$ cat config.mk
export PLATFORM = sky130hd
export DESIGN_NAME = rgel_core
export DESIGN_NICKNAME = d
export VERILOG_FILES = /design/src/hw/rgel_pkg.sv /design/src/hw/rgel_flag_clear.sv /design/src/hw/rgel_core.sv
export SDC_FILE = /design/constraint.sdc
export NUM_CORES = 1
export LEC_CHECK = 0
export BUFFER_PORTS_ARGS = -buffer_cell sky130_fd_sc_hd__buf_2
export CAP_MARGIN = 30
export CORE_ASPECT_RATIO = 1.75
export CORE_MARGIN = 10
export CORE_UTILIZATION = 54
export CTS_CLUSTER_SIZE = 20
export DETAILED_ROUTE_END_ITERATION = 16
export PLACE_DENSITY = 0.78
export SKIP_CTS_REPAIR_TIMING = 1
export SLEW_MARGIN = 25
export SYNTH_ARGS = -nofsm -noshare
export SYNTH_HDL_FRONTEND = slang
export SYNTH_SLANG_ARGS = --single-unit
$ cat constraint.sdc
create_clock -name clk -period 2.2 [get_ports clk]
set_input_delay 0.44 -clock clk [delete_from_list [all_inputs] [get_ports clk]]
set_output_delay 0.44 -clock clk [all_outputs]
set_load 0.01 [all_outputs]
$ cat src/hw/rgel_pkg.sv
/*
 * Constants for the reset generation event logic: event bit positions,
 * reset sequence phase lengths and the sequencer state encoding.
 * Assumes a 100 MHz system clock.
 */
package rgel_pkg;

  // Functional and destructive event sources
  localparam int NUM_FUNC        = 6;
  localparam int EV_EXR          = 0;  // External reset
  localparam int EV_SOFT         = 1;  // Software reset
  localparam int EV_PLL_FAIL     = 2;  // PLL loss of lock
  localparam int EV_LVD_MID      = 3;  // Mid low voltage detector
  localparam int EV_CLK_FAIL     = 4;  // Oscillator failure
  localparam int EV_CORE         = 5;  // Core fault
  localparam int NUM_DEST        = 2;
  localparam int DV_POR          = 0;
  localparam int DV_LVD_LOW      = 1;

  localparam logic [NUM_FUNC-1:0] FUNC_RST = 6'h00;
  localparam logic [NUM_DEST-1:0] DEST_RST = 2'h1;

  // Sequence phase times in ns, then cycles
  localparam int CLK_PERIOD_NS   = 10;
  localparam int RESET_PHASE_ONE_NS       = 400;
  localparam int PHASE3_NS       = 200;
  localparam int SHORT_NS        = 100;
  localparam int RESET_PHASE_ONE_CYC      = (RESET_PHASE_ONE_NS + CLK_PERIOD_NS - 1) / CLK_PERIOD_NS;
  localparam int PHASE3_CYC      = (PHASE3_NS + CLK_PERIOD_NS - 1) / CLK_PERIOD_NS;
  localparam int SHORT_CYC       = (SHORT_NS + CLK_PERIOD_NS - 1) / CLK_PERIOD_NS;
  localparam int CNT_W           = 8;

  // Clearing takes two cycles through the synchroniser
  localparam int CLR_STAGES      = 2;

  typedef enum logic [3:0] {
    RGEL_IDLE   = 4'h1,
    RGEL_RESET_PHASE_ONE = 4'h2,
    RGEL_PHASE3 = 4'h4,
    RGEL_HOLD   = 4'h8
  } rgel_state_e;

  typedef logic [CNT_W-1:0] rgel_cnt_t;

  function automatic rgel_cnt_t rgel_cycles(input int n);
    return rgel_cnt_t'(n - 1);
  endfunction

endpackage

$ cat src/hw/rgel_flag_clear.sv
/*
 * One sticky event flag with a two-stage clear path.
 * Assumes the set and clear requests come from the system clock domain.
 */
`timescale 1ns/10ps
module rgel_flag_clear #(
  parameter logic RST_VAL = 1'b0
) (
  // Clock and reset
  input  wire logic clk,
  input  wire logic sys_rst,
  // Seq reset abort
  input  wire logic seq_abort,
  // Event and clear
  input  wire logic set_ev,
  input  wire logic clr_req,
  // Flag
  output logic      flag_ff
);
  import rgel_pkg::*;

  logic [CLR_STAGES-1:0] clr_pipe_ff;
  logic                  clr_done;
  logic                  nxt_flag;

  assign clr_done = clr_pipe_ff[CLR_STAGES-1];
  // Set wins over a clear finishing in the same cycle
  assign nxt_flag = set_ev | (flag_ff & ~clr_done);

  always_ff @(posedge clk or posedge sys_rst) begin
    if (sys_rst) begin
      clr_pipe_ff <= '0;
      flag_ff     <= RST_VAL;
    end else begin
      // A reset arriving mid-clear drops the clear, later ones work
      clr_pipe_ff <= seq_abort ? '0 : {clr_pipe_ff[CLR_STAGES-2:0], clr_req};
      flag_ff     <= nxt_flag;
    end
  end
endmodule // rgel_flag_clear

$ cat src/hw/rgel_core.sv
/*
 * Reset generation event logic: records functional and destructive reset
 * events, runs the reset sequence, drives the bidirectional external reset
 * pin and gates exit from SAFE mode.
 * Assumes the reset pin input, standby wake and fault conditions come from
 * outside the clock domain; software strobes come from the same clock.
 */
`timescale 1ns/10ps
module rgel_core (
  // Clock and reset
  input  wire logic                            clk,
  input  wire logic                            sys_rst,
  // External reset pin
  input  wire logic                            ext_rst_n_in,
  output logic                                 ext_rst_n_out_ff,
  output logic                                 ext_rst_oe_n_ff,
  // Functional reset configuration
  input  wire logic [rgel_pkg::NUM_FUNC-1:0]   functional_reset_pin_enable_reg,
  input  wire logic [rgel_pkg::NUM_FUNC-1:0]   functional_short_sequence_select_reg,
  // Event sources
  input  wire logic                            sw_reset_req,
  input  wire logic                            pll_fail_in,
  input  wire logic                            lvd_mid_in,
  input  wire logic                            clk_fail_in,
  input  wire logic                            core_fault_in,
  input  wire logic                            lvd_low_in,
  input  wire logic                            deep_standby_mode,
  // Flag clear strobes, one bit per flag
  input  wire logic [rgel_pkg::NUM_FUNC-1:0]   func_clr,
  input  wire logic [rgel_pkg::NUM_DEST-1:0]   dest_clr,
  // SAFE mode
  input  wire logic                            safe_exit_req,
  output logic                                 safe_mode_ff,
  // Status
  output logic [rgel_pkg::NUM_FUNC-1:0]        functional_event_status_reg,
  output logic [rgel_pkg::NUM_DEST-1:0]        destructive_event_status_reg,
  output logic                                 sys_reset_out_ff
);
  import rgel_pkg::*;

  // ****************************************************************
  // Input synchronisers
  // ****************************************************************
  localparam int NSYNC = 7;
  logic [NSYNC-1:0] sync1_ff;
  logic [NSYNC-1:0] sync2_ff;
  wire  [NSYNC-1:0] async_in = {deep_standby_mode, lvd_low_in, core_fault_in, clk_fail_in,
                                lvd_mid_in, pll_fail_in, ~ext_rst_n_in};

  always_ff @(posedge clk or posedge sys_rst) begin
    if (sys_rst) begin
      sync1_ff <= '0;
      sync2_ff <= '0;
    end else begin
      sync1_ff <= async_in;
      sync2_ff <= sync1_ff;
    end
  end

  wire pin_low  = sync2_ff[0];
  wire pll_s    = sync2_ff[1];
  wire lvdm_s   = sync2_ff[2];
  wire clkf_s   = sync2_ff[3];
  wire core_s   = sync2_ff[4];
  wire lvdl_s   = sync2_ff[5];
  wire stby_s   = sync2_ff[6];

  // ****************************************************************
  // Event decode
  // ****************************************************************
  rgel_state_e state_ff;
  rgel_state_e nxt_state;
  rgel_cnt_t   cnt_ff;
  rgel_cnt_t   nxt_cnt;
  logic        drive_ff;
  logic        nxt_drive;
  logic        pin_prev_ff;
  logic        stby_exit_ff;

  // Our own drive of the pin is not a new external event
  wire ext_edge = pin_low & ~pin_prev_ff & ~drive_ff;
  logic [NUM_FUNC-1:0] func_ev;
  assign func_ev[EV_EXR]      = ext_edge;
  assign func_ev[EV_SOFT]     = sw_reset_req;
  // PLL flag comes only from the PLL monitor, never from the detector
  assign func_ev[EV_PLL_FAIL] = pll_s & ~lvdm_s;
  assign func_ev[EV_LVD_MID]  = lvdm_s;
  assign func_ev[EV_CLK_FAIL] = clkf_s;
  assign func_ev[EV_CORE]     = core_s;
  wire [NUM_DEST-1:0] dest_ev = {lvdl_s, 1'b0};

  wire                trig      = |func_ev && state_ff == RGEL_IDLE;
  wire [NUM_FUNC-1:0] pin_en    = func_ev & functional_reset_pin_enable_reg;
  wire [NUM_FUNC-1:0] short_sel = func_ev & functional_short_sequence_select_reg;
  // Short only when every event asks for it and none wants the pin
  wire                go_short  = (short_sel == func_ev) && ~|pin_en && ~stby_s;
  // Standby exit by pin always drives; otherwise enable bit set means drive
  wire                want_pin  = |pin_en | (func_ev[EV_EXR] & stby_s);

  // ****************************************************************
  // Reset sequencer
  // ****************************************************************
  always_comb begin
    nxt_state = state_ff;
    nxt_cnt   = cnt_ff;
    nxt_drive = drive_ff;
    case (state_ff)
      RGEL_IDLE: begin
        nxt_drive = 1'b0;
        if (trig) begin
          nxt_state = go_short ? RGEL_PHASE3 : RGEL_RESET_PHASE_ONE;
          nxt_cnt   = go_short ? rgel_cycles(SHORT_CYC) : rgel_cycles(RESET_PHASE_ONE_CYC);
          nxt_drive = want_pin;
        end
      end
      RGEL_RESET_PHASE_ONE: begin
        if (cnt_ff == '0) begin
          nxt_state = RGEL_PHASE3;
          nxt_cnt   = rgel_cycles(PHASE3_CYC);
        end else begin
          nxt_cnt = cnt_ff - 1'b1;
        end
      end
      RGEL_PHASE3: begin
        if (cnt_ff == '0) begin
          nxt_state = RGEL_HOLD;
        end else begin
          nxt_cnt = cnt_ff - 1'b1;
        end
      end
      RGEL_HOLD: begin
        // Drive stops here; leave at once if we were driving, else wait for the pin release
        nxt_drive = 1'b0;
        if (!pin_low || drive_ff) begin
          nxt_state = RGEL_IDLE;
        end
      end
      default: begin
        nxt_state = RGEL_IDLE;
        nxt_drive = 1'b0;
      end
    endcase
  end

  always_ff @(posedge clk or posedge sys_rst) begin
    if (sys_rst) begin
      state_ff         <= RGEL_IDLE;
      cnt_ff           <= '0;
      drive_ff         <= 1'b0;
      pin_prev_ff      <= 1'b0;
      stby_exit_ff     <= 1'b0;
      ext_rst_n_out_ff <= 1'b1;
      ext_rst_oe_n_ff  <= 1'b1;
      sys_reset_out_ff <= 1'b1;
    end else begin
      state_ff         <= nxt_state;
      cnt_ff           <= nxt_cnt;
      drive_ff         <= nxt_drive;
      pin_prev_ff      <= pin_low;
      stby_exit_ff     <= trig & stby_s & func_ev[EV_EXR];
      ext_rst_n_out_ff <= 1'b0;
      ext_rst_oe_n_ff  <= ~nxt_drive;
      sys_reset_out_ff <= (nxt_state != RGEL_IDLE);
    end
  end

  // ****************************************************************
  // Event flags
  // ****************************************************************
  wire seq_abort = trig;

  genvar g;
  generate
    for (g = 0; g < NUM_FUNC; g++) begin : g_func
      rgel_flag_clear #(.RST_VAL(FUNC_RST[g])) u_flag (
        .clk       (clk),
        .sys_rst   (sys_rst),
        .seq_abort (seq_abort),
        .set_ev    (func_ev[g]),
        .clr_req   (func_clr[g]),
        .flag_ff   (functional_event_status_reg[g])
      );
    end
    for (g = 0; g < NUM_DEST; g++) begin : g_dest
      rgel_flag_clear #(.RST_VAL(DEST_RST[g])) u_flag (
        .clk       (clk),
        .sys_rst   (sys_rst),
        .seq_abort (seq_abort),
        .set_ev    (dest_ev[g]),
        .clr_req   (dest_clr[g]),
        .flag_ff   (destructive_event_status_reg[g])
      );
    end
  endgenerate

  // ****************************************************************
  // SAFE mode
  // ****************************************************************
  // Causes are the live conditions, not the flags software can clear
  wire safe_cause = pll_s | clkf_s | core_s | lvdm_s;
  wire nxt_safe   = safe_cause | (safe_mode_ff & ~safe_exit_req);

  always_ff @(posedge clk or posedge sys_rst) begin
    if (sys_rst) begin
      safe_mode_ff <= 1'b0;
    end else begin
      safe_mode_ff <= nxt_safe;
    end
  end
endmodule // rgel_core

==> results of run 1 <==
worst max-delay path, delay by kind of cell (launching register included):
kind,cells,cell delay (ps)
simple gates,2,670
fa+ha+maj,1,190
compound gates,3,610
buf+inv,1,70
flops,1,410
flip-flops by register name, summed over array words and instances (netlist names), 2 cells and up:
signal,count
cnt_ff,8
g_dest.u_flag.clr_pipe_ff,4
g_dest.u_flag.flag_ff,2
g_func.u_flag.clr_pipe_ff,12
g_func.u_flag.flag_ff,6
state_ff,4
sync1_ff,7
sync2_ff,7
power breakdown:
group	internal (mW)	switching [mW]	total (mW)	leakage (nW)
combinational	0.390	0.501	0.891	0.522
sequential	1.31	0.170	1.48	0.663
clock	0.226	0.324	0.551	0.0445
total	1.93	0.995	2.92	1.23
per-stage QoR:
step,cells,area [µm²]
2_1_floorplan,196,2286
3_3_place_gp,278,2505
3_5_place_dp,278,2505
4_1_cts,286,2595
5_1_grt,288,2610
6_report,288,2610
per-layer routing:
layer	vias up	part of all wire [%]
met2	42	51
met4	0	1.6
li1	746	-
met3	7	5.0
met5	-	0
met1	736	42
cell usage after synthesis, types with 2 or more instances:
cell type  count  area, µm²
nor3b_1        3      22.52
a22o_1         4      35.03
clkbuf_1       4      15.01
a21o_1         6      45.04
dfstp_2        5      131.4
a31oi_1        2      12.51
nand3_1        2      10.01
dfrtp_1       51       1276
a21oi_1        6      30.03
o21ai_0       10      50.05
nand3b_1       2      15.01
o22ai_1        3      18.77
nor3_1         5      25.02
o2bb2ai_1      2      17.52
inv_1         19      71.32
and2_1        17      106.4
nor2_1         9      33.78
buf_4          8      60.06
or3_1          2      12.51
nor4b_1        2      17.52
nand2_1        7      26.28
nor2b_1        2      12.51
cell families after synthesis:
logic type	synth area share [%]
AO/OA/AOI/OAI	14.78
XOR/XNOR	0.3832
adder cells (fa/ha/maj)	0.5473
buffers and inverters	6.404
flip-flops	61.58
other	0.1640
AND/OR/NAND/NOR	16.15
layout make-up:
cell class	instances	area (µm²)	share of cell area, %
multi-input combinational	109	732.0	28.04
clock inverter	3	21.27	0.8150
inverter	19	71.32	2.733
clock buffer	5	68.82	2.637
timing repair buffer	47	247.7	9.492
sequential	56	1408	53.93
tap	49	61.31	2.349
how the worst min path moves through the flow:
stage | to | slack, ps | startpoint | depth (start not counted)
2_1_floorplan | sync2_ff[0] | 330 | sync1_ff[0] | 0
3_3_place_gp | sync2_ff[6] | 330 | sync1_ff[6] | 0
3_5_place_dp | sync2_ff[4] | 340 | sync1_ff[4] | 0
4_1_cts | g_func[2].u_flag.flag_ff | 130 | sys_rst | 2
5_1_grt | g_func[1].u_flag.clr_pipe_ff[0] | 140 | sys_rst | 2
6_report | g_func[1].u_flag.clr_pipe_ff[0] | 120 | sys_rst | 2
==> impl_results.md, run 1 <==
- Run status: finished, final reports clean
- Remaining DRCs: 0
- Synth warnings: 0
- # nets final: 270
- Height of the die: ~110 µm
- CP Class: flip-flop to flip-flop
- Hold_ws: 115.6 ps
- Register area share after synthesis: between 60% and 70%
- Worst R2R Path Depth: 7
- Vias per inst: 5.316
- # IOs: 43
- Die X: between 60 and 70 µm
- Flops & latches, synth: 56
- Most frequent cells in the layout: dfrtp_1 (51), buf_2 (42), inv_1 (18)
- Total power draw: 2.923 mW
- Final Hold Viols: 0
- Clock Sinks: 56
- Most common cell after layout, fill and taps aside: dfrtp_1
- Drt total wl: about 4400 µm
- Met2 global-route usage: 21.00%
- # fillers: 343
- GRT Overall Usage: 12.32%
- Average wire per standard cell: between 15 and 20 µm
- Yosys cell types: 47
- Ant. Diodes: 0
- Die ar.: between 7000 and 8000 µm²
- Max-cap violation count: 0
- Mean Syn Cell Area: ~12 µm²
- Crit path to: cnt_ff[7]
- Number of routed nets with antenna violations: 0
- Pwr dens: between 1000 and 1500 nW/µm²
- Reg2reg end: cnt_ff[7]
- TritonCTS buffer count: 5
- Dpl ws: approximately 64 ps
- Initial Util: a little under three fifths
- Leakage power: 1.230 nW
- EDFF count, synth: 0
- Most Used Layer, Global Route: met2
- Req. time, crit path: 2400 ps
- CP startpoint: cnt_ff[0]
- Initial antenna violation count: 0
- Synthesized net count: approximately 230
- Worst Hold Class: input port to async pin
- Total negative slack: 0 ps
- Reg2reg start: cnt_ff[0]
- Ys flop type: dfrtp_1
- FP Rows: 31
- # port buffers: 42
- First DRT Iteration DRCs: slightly below 90
- DR vias: ~1500
- Largest net degree at the start of global routing: 23
- Worst reg-to-reg setup slack: 150 ps
- Final core occ: between 60% and 70%
- Cell Area, Synth: 2286 µm²
- Final worst-path cycle share: roughly 93%
- Async set-or-reset flop fraction in the synthesized netlist: 100.0%
- Peak supply drop: between 0.7 and 0.8 mV
- HPWL after DPL: about 3400 µm
- 1st-pass router iterations: 4
- Worst EP arrival: 2260 ps
- First-pass GRT wire length: around 7500 µm
- Fraction of layout cells with a size suffix above 1: 29.29%
- Final setup viols: 0
- CP Max Fanout: 7
- Core area: 4111 µm²
- CTS Buffer Depth: 2
- Clock-pin slew on the worst setup and hold paths: approximately 100 ps
- Slew Limit Fails: 0
- Slowest-stage cell, CP: or3b_4
- Startpoint types: flip-flop
- Crit-path cells: inv_1 -> ha_1 -> or3b_4 -> nor3_4 -> o21a_2 -> o21ai_0 -> a22o_1
- Met3 Resource Use GR: between 3 and 4%
- Max Freq: between 400 and 500 MHz
- Clk root buf: clkbuf_8
- Final setup skew: roughly 9.0 ps
- Post-Syn Instances: between 150 and 200
- Tmin final: between 2000 and 2500 ps
- Aggregate global routing overflow: 0
- Final Wtd Congestion: roughly 0.80
- CTS tree: yes
- Area grow syn2layout: 14.18%
- Crit-path max cell delay: roughly 420 ps
- Clk_lat worst skew: 310 ps
- Number of global-route vias before repair: 1583
- RSZ-0062 raised after global routing: false
- Clock H-tree levels: 2
- Met1 GRT Util: between 10% and 20%
- PnR worst setup slack: ~150 ps
- Setup crit end kind: flip-flop
Note: power is estimated with default switching activity, not from simulation.
==> run 2, diff against run 1 <==
--- a/config.mk
+++ b/config.mk
@@ -7,12 +7,16 @@
 export LEC_CHECK = 0
 export BUFFER_PORTS_ARGS = -buffer_cell sky130_fd_sc_hd__buf_2
 export CAP_MARGIN = 30
+export CELL_PAD_IN_SITES_DETAIL_PLACEMENT = 0
+export CELL_PAD_IN_SITES_GLOBAL_PLACEMENT = 1
 export CORE_ASPECT_RATIO = 1.75
 export CORE_MARGIN = 10
-export CORE_UTILIZATION = 54
+export CORE_UTILIZATION = 43
 export CTS_CLUSTER_SIZE = 20
 export DETAILED_ROUTE_END_ITERATION = 16
-export PLACE_DENSITY = 0.78
+export GPL_TIMING_DRIVEN = 0
+export PLACE_DENSITY_LB_ADDON = 0.1
+export REMOVE_ABC_BUFFERS = 1
 export SKIP_CTS_REPAIR_TIMING = 1
 export SLEW_MARGIN = 25
 export SYNTH_ARGS = -nofsm -noshare
==> run 2 against run 1 <==
  * Worst setup slack lost 97 ps
  * Combinational power grew 8.2%
  * Critical endpoint unchanged
  * Routed wire length grew 7.9%
  * Core utilization shrank 13 points
  * Largest power group unchanged
  * Largest cell class unchanged
==> impl_results.md, run 2 (synthesis gave the netlist of run 1 again) <==
- Max Freq: about 460 MHz
- Fin cells: approximately 300
- # nets final: ~270
- Worst R2R Path Depth: 7
- Reg2reg end: cnt_ff[7]
- Core area: approximately 5200 µm²
- Pwr dens: ~1100 nW/µm²
- Area grow syn2layout: 16.09%
- Max-cap violation count: 0
- Worst reg-to-reg setup slack: a little under 50 ps
- Req. time, crit path: 2400 ps
- Die X: about 75 µm
- Setup crit end kind: flip-flop
- Drt total wl: 4793 µm
- Number of global-route vias before repair: between 1500 and 2000
- Average wire per standard cell: 16.25 µm
- Top register by number of flip-flops: g_func.u_flag.clr_pipe_ff
- CTS tree: yes
- Run status: finished, final reports clean
- Ant. Diodes: 0
- Clock Sinks: 56
- Hold_ws: about 220 ps
- Remaining DRCs: 0
- Largest registers: g_func.u_flag.clr_pipe_ff (12), cnt_ff (8)
- Tmin final: ~2200 ps
- HPWL after DPL: around 3500 µm
- Most frequent cells in the layout: dfrtp_1 (50), buf_2 (42), inv_1 (18)
- First DRT Iteration DRCs: 68
- Final setup viols: 0
- Least-Margin Pin Slew: ~670 ps
- Final Wtd Congestion: between 0.7 and 0.8
- Placed instance count: 281
- Met2 global-route usage: 20.52%
- # port buffers: between 40 and 50
- Max reg flops: 12
- Fraction of layout cells with a size suffix above 1: 30.00%
- Most common cell after layout, fill and taps aside: dfrtp_1
- Final Hold Viols: 0
- Vias per inst: around 5.3
- Clock H-tree levels: 2
- Final setup skew: roughly 8.4 ps
- Most Used Layer, Global Route: met2
- Startpoint types: flip-flop
- Clock-pin slew on the worst setup and hold paths: approximately 100 ps
- # IOs: 43
- FP Rows: 35
- GRT Overall Usage: a little under an eighth
- CP Max Fanout: 7
- Slew HR: a little under three fifths
- Initial antenna violation count: 0
- Worst EP arrival: about 2400 ps
- DR vias: 1564
- Number of routed nets with antenna violations: 0
- Slew Limit Fails: 0
- Final worst-path cycle share: between 90% and 100%
- Leakage power: between 1 and 1.5 nW
- CTS Buffer Depth: 2
- Die ar.: between 8000 and 9000 µm²
- Reg2reg start: cnt_ff[0]
- # fillers: 487
- Worst Hold Class: input port to async pin
- CP startpoint: cnt_ff[0]
- Peak supply drop: ~0.55 mV
- Met3 Resource Use GR: between 3 and 4%
- Met1 GRT Util: a little under an eighth
- Largest net degree at the start of global routing: 57
- Height of the die: between 100 and 150 µm
- Clk root buf: clkbuf_8
- Aggregate global routing overflow: 0
- RSZ-0062 raised after global routing: true
- Clk_lat worst skew: 310 ps
- TritonCTS buffer count: 5
- 1st-pass router iterations: 4
- CP Class: flip-flop to flip-flop
- First-pass GRT wire length: roughly 7700 µm
- Initial Util: 43.87%
==> run 2: cell type report <==
type                    count  area [µm²]  share of cell area (%)
flip-flops and latches     56        1409                   53.09
multi-input cells         110       769.5                   29.00
repair buffers             47       247.7                   9.335
clock buffers               7       76.32                   2.876
inverters                  19       73.82                   2.782
well taps                  55       68.82                   2.593
clock inverters             1       8.758                  0.3300
==> run 2: worst max-delay path by stage <==
stage                            to  slack (ps)
final                     cnt_ff[7]          50
after global placement    cnt_ff[2]        -370
after floorplan           cnt_ff[7]         140
after detailed placement  cnt_ff[5]        -420
after CTS                 cnt_ff[2]        -440
after global routing      cnt_ff[7]         -40
==> run 2: stage by stage <==
| stage | util (%) | TNS [ps] | total power [mW] | worst slack [ps] | area, µm² |
|---|---|---|---|---|---|
| floorplan | - | 0 | 2.084 | 141.2 | 2211 |
| global placement | 47.78 | -12920 | 2.338 | -368.4 | 2490 |
| detailed placement | 47.83 | -2580 | 2.384 | -420.6 | 2492 |
| CTS | 49.46 | -2709 | 2.938 | -435.9 | 2577 |
| global route | 50.92 | -89.38 | 3.224 | -35.18 | 2654 |
| finish | 50.92 | 0 | 2.998 | 49.41 | 2654 |
==> run 2: metal layers <==
metal / share of wire [%] / vias up
li1: - / 753
met1: 38 / 762
met2: 55 / 42
met3: 4.8 / 7
met4: 1.8 / 0
met5: 0 / -
==> run 2: power by group <==
part / internal (mW) / leakage (nW) / total, mW / switching [mW]
sequential: 1.31 / 0.662 / 1.48 / 0.167
clock: 0.229 / 0.0424 / 0.554 / 0.325
combinational: 0.431 / 0.523 / 0.964 / 0.533
==> run 2: critical path, stage by stage (launching register included) <==
cell and delay, ps:
dfrtp_1 410, inv_1 70, ha_2 200, or3b_4 420
nor3_4 350, o21a_2 250, o21ai_0 110, a22o_1 250
==> run 3, diff against run 2 <==
--- a/config.mk
+++ b/config.mk
@@ -10,15 +10,17 @@
 export CELL_PAD_IN_SITES_DETAIL_PLACEMENT = 0
 export CELL_PAD_IN_SITES_GLOBAL_PLACEMENT = 1
 export CORE_ASPECT_RATIO = 1.75
-export CORE_MARGIN = 10
+export CORE_MARGIN = 2
 export CORE_UTILIZATION = 43
 export CTS_CLUSTER_SIZE = 20
 export DETAILED_ROUTE_END_ITERATION = 16
 export GPL_TIMING_DRIVEN = 0
 export PLACE_DENSITY_LB_ADDON = 0.1
+export RECOVER_POWER = 50
 export REMOVE_ABC_BUFFERS = 1
 export SKIP_CTS_REPAIR_TIMING = 1
 export SLEW_MARGIN = 25
 export SYNTH_ARGS = -nofsm -noshare
 export SYNTH_HDL_FRONTEND = slang
+export SYNTH_HIERARCHICAL = 1
 export SYNTH_SLANG_ARGS = --single-unit
==> run 3 against run 2 <==
  * Via count is 2.2% higher
  * Maximum frequency is 1.2% higher
  * Sequential share of layout area is 2.3 points lower
  * Count of clock-buffer cells in the layout is 1 lower
  * Worst setup slack better by 26 ps
  * Worst hold slack worse by 46 ps
  * Cell area is 4.5% higher
  * Core utilization is 2.3 points higher
  * Critical path type unchanged
  * Highest routed layer unchanged
==> impl_results.md, run 3 <==
- Number of global-route vias before repair: 1587
- Top register by number of flip-flops: g_func.u_flag/clr_pipe_ff
- Req. time, crit path: 2390 ps
- Sequential Power Share: a little under half
- # port buffers: 42
- Crit-path cells: or4_4 -> o31ai_4 -> and3_4 -> nor4bb_1 -> or3_1
- DR vias: roughly 1600
- Vias per inst: about 5
- Number of routed nets with antenna violations: 0
- Mean Syn Cell Area: 11.34 µm²
- Reg2reg end: cnt_ff[5]
- Multiplexer share of the synthesized area: less than 1%
- Startpoint types: flip-flop
- Max reg flops: 12
- Aggregate global routing overflow: 0
- Worst EP arrival: about 2300 ps
- Flops & latches, synth: 56
- Dpl ws: -236.3 ps
- Adder-cell share of the synthesized area: less than 1%
- Int Power: about 2.2 mW
- Least-Margin Pin Slew: roughly 1200 ps
- Post-Synth XOR/XNOR Area: 1.148%
- Final worst-path cycle share: between 90% and 100%
- Reg2reg start: sync2_ff[4]
- CP Max Fanout: 5
- Final Hold Viols: 0
- Die ar.: about 5900 µm²
- Synth top area cells: dfrtp_1 (56%), nor2b_1 (6.0%), dfstp_2 (5.7%)
- HPWL after DPL: 3428 µm
- Crit-path max cell delay: ~570 ps
- CTS Buffer Depth: 2
- PnR worst setup slack: about 75 ps
- Synth Area in Compound Gates: 14.54%
- Most frequent cells in the layout: dfrtp_1 (51), buf_2 (41), inv_1 (29)
- First-pass GRT wire length: 7610 µm
- First DRT Iteration DRCs: 36
- Clk_lat worst skew: approximately 300 ps
- Height of the die: between 100 and 150 µm
- Final setup viols: 0
- Drt total wl: about 4500 µm
- Max-cap violation count: 0
- Area leader, netlist: dfrtp_1
- Ant. Diodes: 0
- Count leader, synth: dfrtp_1
- Initial antenna violation count: 0
- Placed cell areas: approximately 2600 µm²
- Worst Hold Class: input port to async pin
- Yosys top cell area share: 55.74%
- Initial Util: around 44%
- Synth warnings: 6
- TritonCTS buffer count: 5
- Slowest-stage cell, CP: or4_4
- Tmin final: around 2100 ps
- Leakage power: 1.308 nW
- Slew HR: between 15 and 20%
- Setup crit end kind: flip-flop
- Pwr dens: 1168 nW/µm²
- Slew Limit Fails: 0
- Most common cell after layout, fill and taps aside: dfrtp_1
- P_sw: 1.043 mW
- Worst reg-to-reg setup slack: 80 ps
- EDFF count, synth: 0
- Ys flop type: dfrtp_1
- Most instantiated cells after synthesis: dfrtp_1 (51), inv_1 (31), nor2b_1 (22)
- Cell Area, Synth: 2290 µm²
- # IOs: 43
- GRT Overall Usage: 17.36%
- Final instance area: 2774 µm²
- Largest net degree at the start of global routing: 33
- Register area share after synthesis: between 60 and 70%
- Clk pwr share: between 20% and 30%
- Clock-pin slew on the worst setup and hold paths: roughly 100 ps
- # nets final: around 290
- Switch share: between 30% and 40%
- Worst R2R Path Depth: 5
- Run status: finished, final reports clean
- Final setup skew: 7.928 ps
- CTS tree: yes
- FP Rows: 35
- Core area: about 5200 µm²
- Average wire per standard cell: ~14 µm
- Final Wtd Congestion: between 0.7 and 0.8
- 1st-pass router iterations: 4
- CP Class: flip-flop to flip-flop
- Area grow syn2layout: 21.15%
- Main combinational cell family by area after synthesis: simple AND/OR/NAND/NOR gates
- Yosys cell types: 45
- Fraction of layout cells with a size suffix above 1: around 29%
- RSZ-0062 raised after global routing: true
- CP startpoint: sync2_ff[4]
- Post-Synth Simple-Gate Area: 15.36%
- Clock Sinks: 56
- Clk root buf: clkbuf_8
- Remaining DRCs: 0
- Clock H-tree levels: 2
- Combinational share of power: 33.5%
- Async set-or-reset flop fraction in the synthesized netlist: between 90% and 100%
- Largest registers: g_func.u_flag/clr_pipe_ff (12), cnt_ff (8)
- Die X: 59.16 µm
- Peak supply drop: between 0.5 and 0.6 mV
- Post-Syn Instances: ~200
- Max Freq: 470.6 MHz
[run 3: cell count changes after synthesis, moves of 4 or more]
| cell | delta |
|---|---|
| nor2b_1 | +20 |
| and2_1 | -17 |
| a22o_1 | -4 |
| nand2_1 | +4 |
| buf_4 | -8 |
| inv_1 | +12 |
| o21ai_0 | -8 |
[run 3: layout make-up]
type,count,area [µm²]
fillers,507,2437
flip-flops and latches,56,1408
multi-input cells,113,794.5
repair buffers,49,261.5
inverters,31,120.1
clock buffers,6,82.58
well taps,55,68.82
clock inverters,2,38.79
[run 3: metrics by stage]
| step | util (%) | setup TNS [ps] | hold WS (ps) | std cells | power (mW) |
|---|---|---|---|---|---|
| after CTS | 51.33 | -639.8 | 80.15 | 305 | 3.114 |
| after detailed placement | 49.00 | -583.1 | 336.5 | 297 | 2.412 |
| after global routing | 53.23 | -23.45 | 191.2 | 312 | 3.497 |
| after floorplan | - | 0 | 192.9 | 200 | 2.115 |
| after global placement | 49.00 | -612.1 | 332.7 | 297 | 2.401 |
| final | 53.23 | 0 | 173.7 | 312 | 3.240 |
[run 3: worst max-delay path, delay by kind of cell, from the launching register on]
family	cells	cell delay [ps]
AOI/OAI and AO/OA	1	370
DFF	1	430
and+or+nand+nor	4	1210
[run 3: logic make-up after synthesis]
kind of cell | count (synthesis)
buffers and inverters | 34
AOI/OAI and AO/OA | 45
other | 1
adders and majority gates | 1
xor gates and xnor gates | 3
and+or+nand+nor | 60
DFF | 56
muxes | 2
[run 3: how the worst max path moves through the flow]
stage | cells past startpoint | end
after detailed placement | 7 | cnt_ff[5]
after CTS | 7 | cnt_ff[5]
final | 5 | cnt_ff[5]
after global placement | 7 | cnt_ff[5]
after floorplan | 7 | cnt_ff[5]
after global routing | 5 | cnt_ff[5]
[run 3: power groups by stage]
stage / registers [mW] / clock network [mW] / logic (mW)
2_1_floorplan: 1.48 / 0 / 0.639
3_3_place_gp: 1.49 / 0 / 0.912
3_5_place_dp: 1.49 / 0 / 0.919
4_1_cts: 1.47 / 0.720 / 0.923
5_1_grt: 1.50 / 0.767 / 1.23
6_report: 1.46 / 0.690 / 1.08
[run 3: layer usage]
metal | wire [µm] | vias up | track usage (%)
met3 | 218 | 6 | 3.979
met1 | 1774 | 770 | 21.11
met4 | 74 | 0 | 8.217
met5 | 0 | - | 0
li1 | - | 781 | -
met2 | 2447 | 42 | 28.55
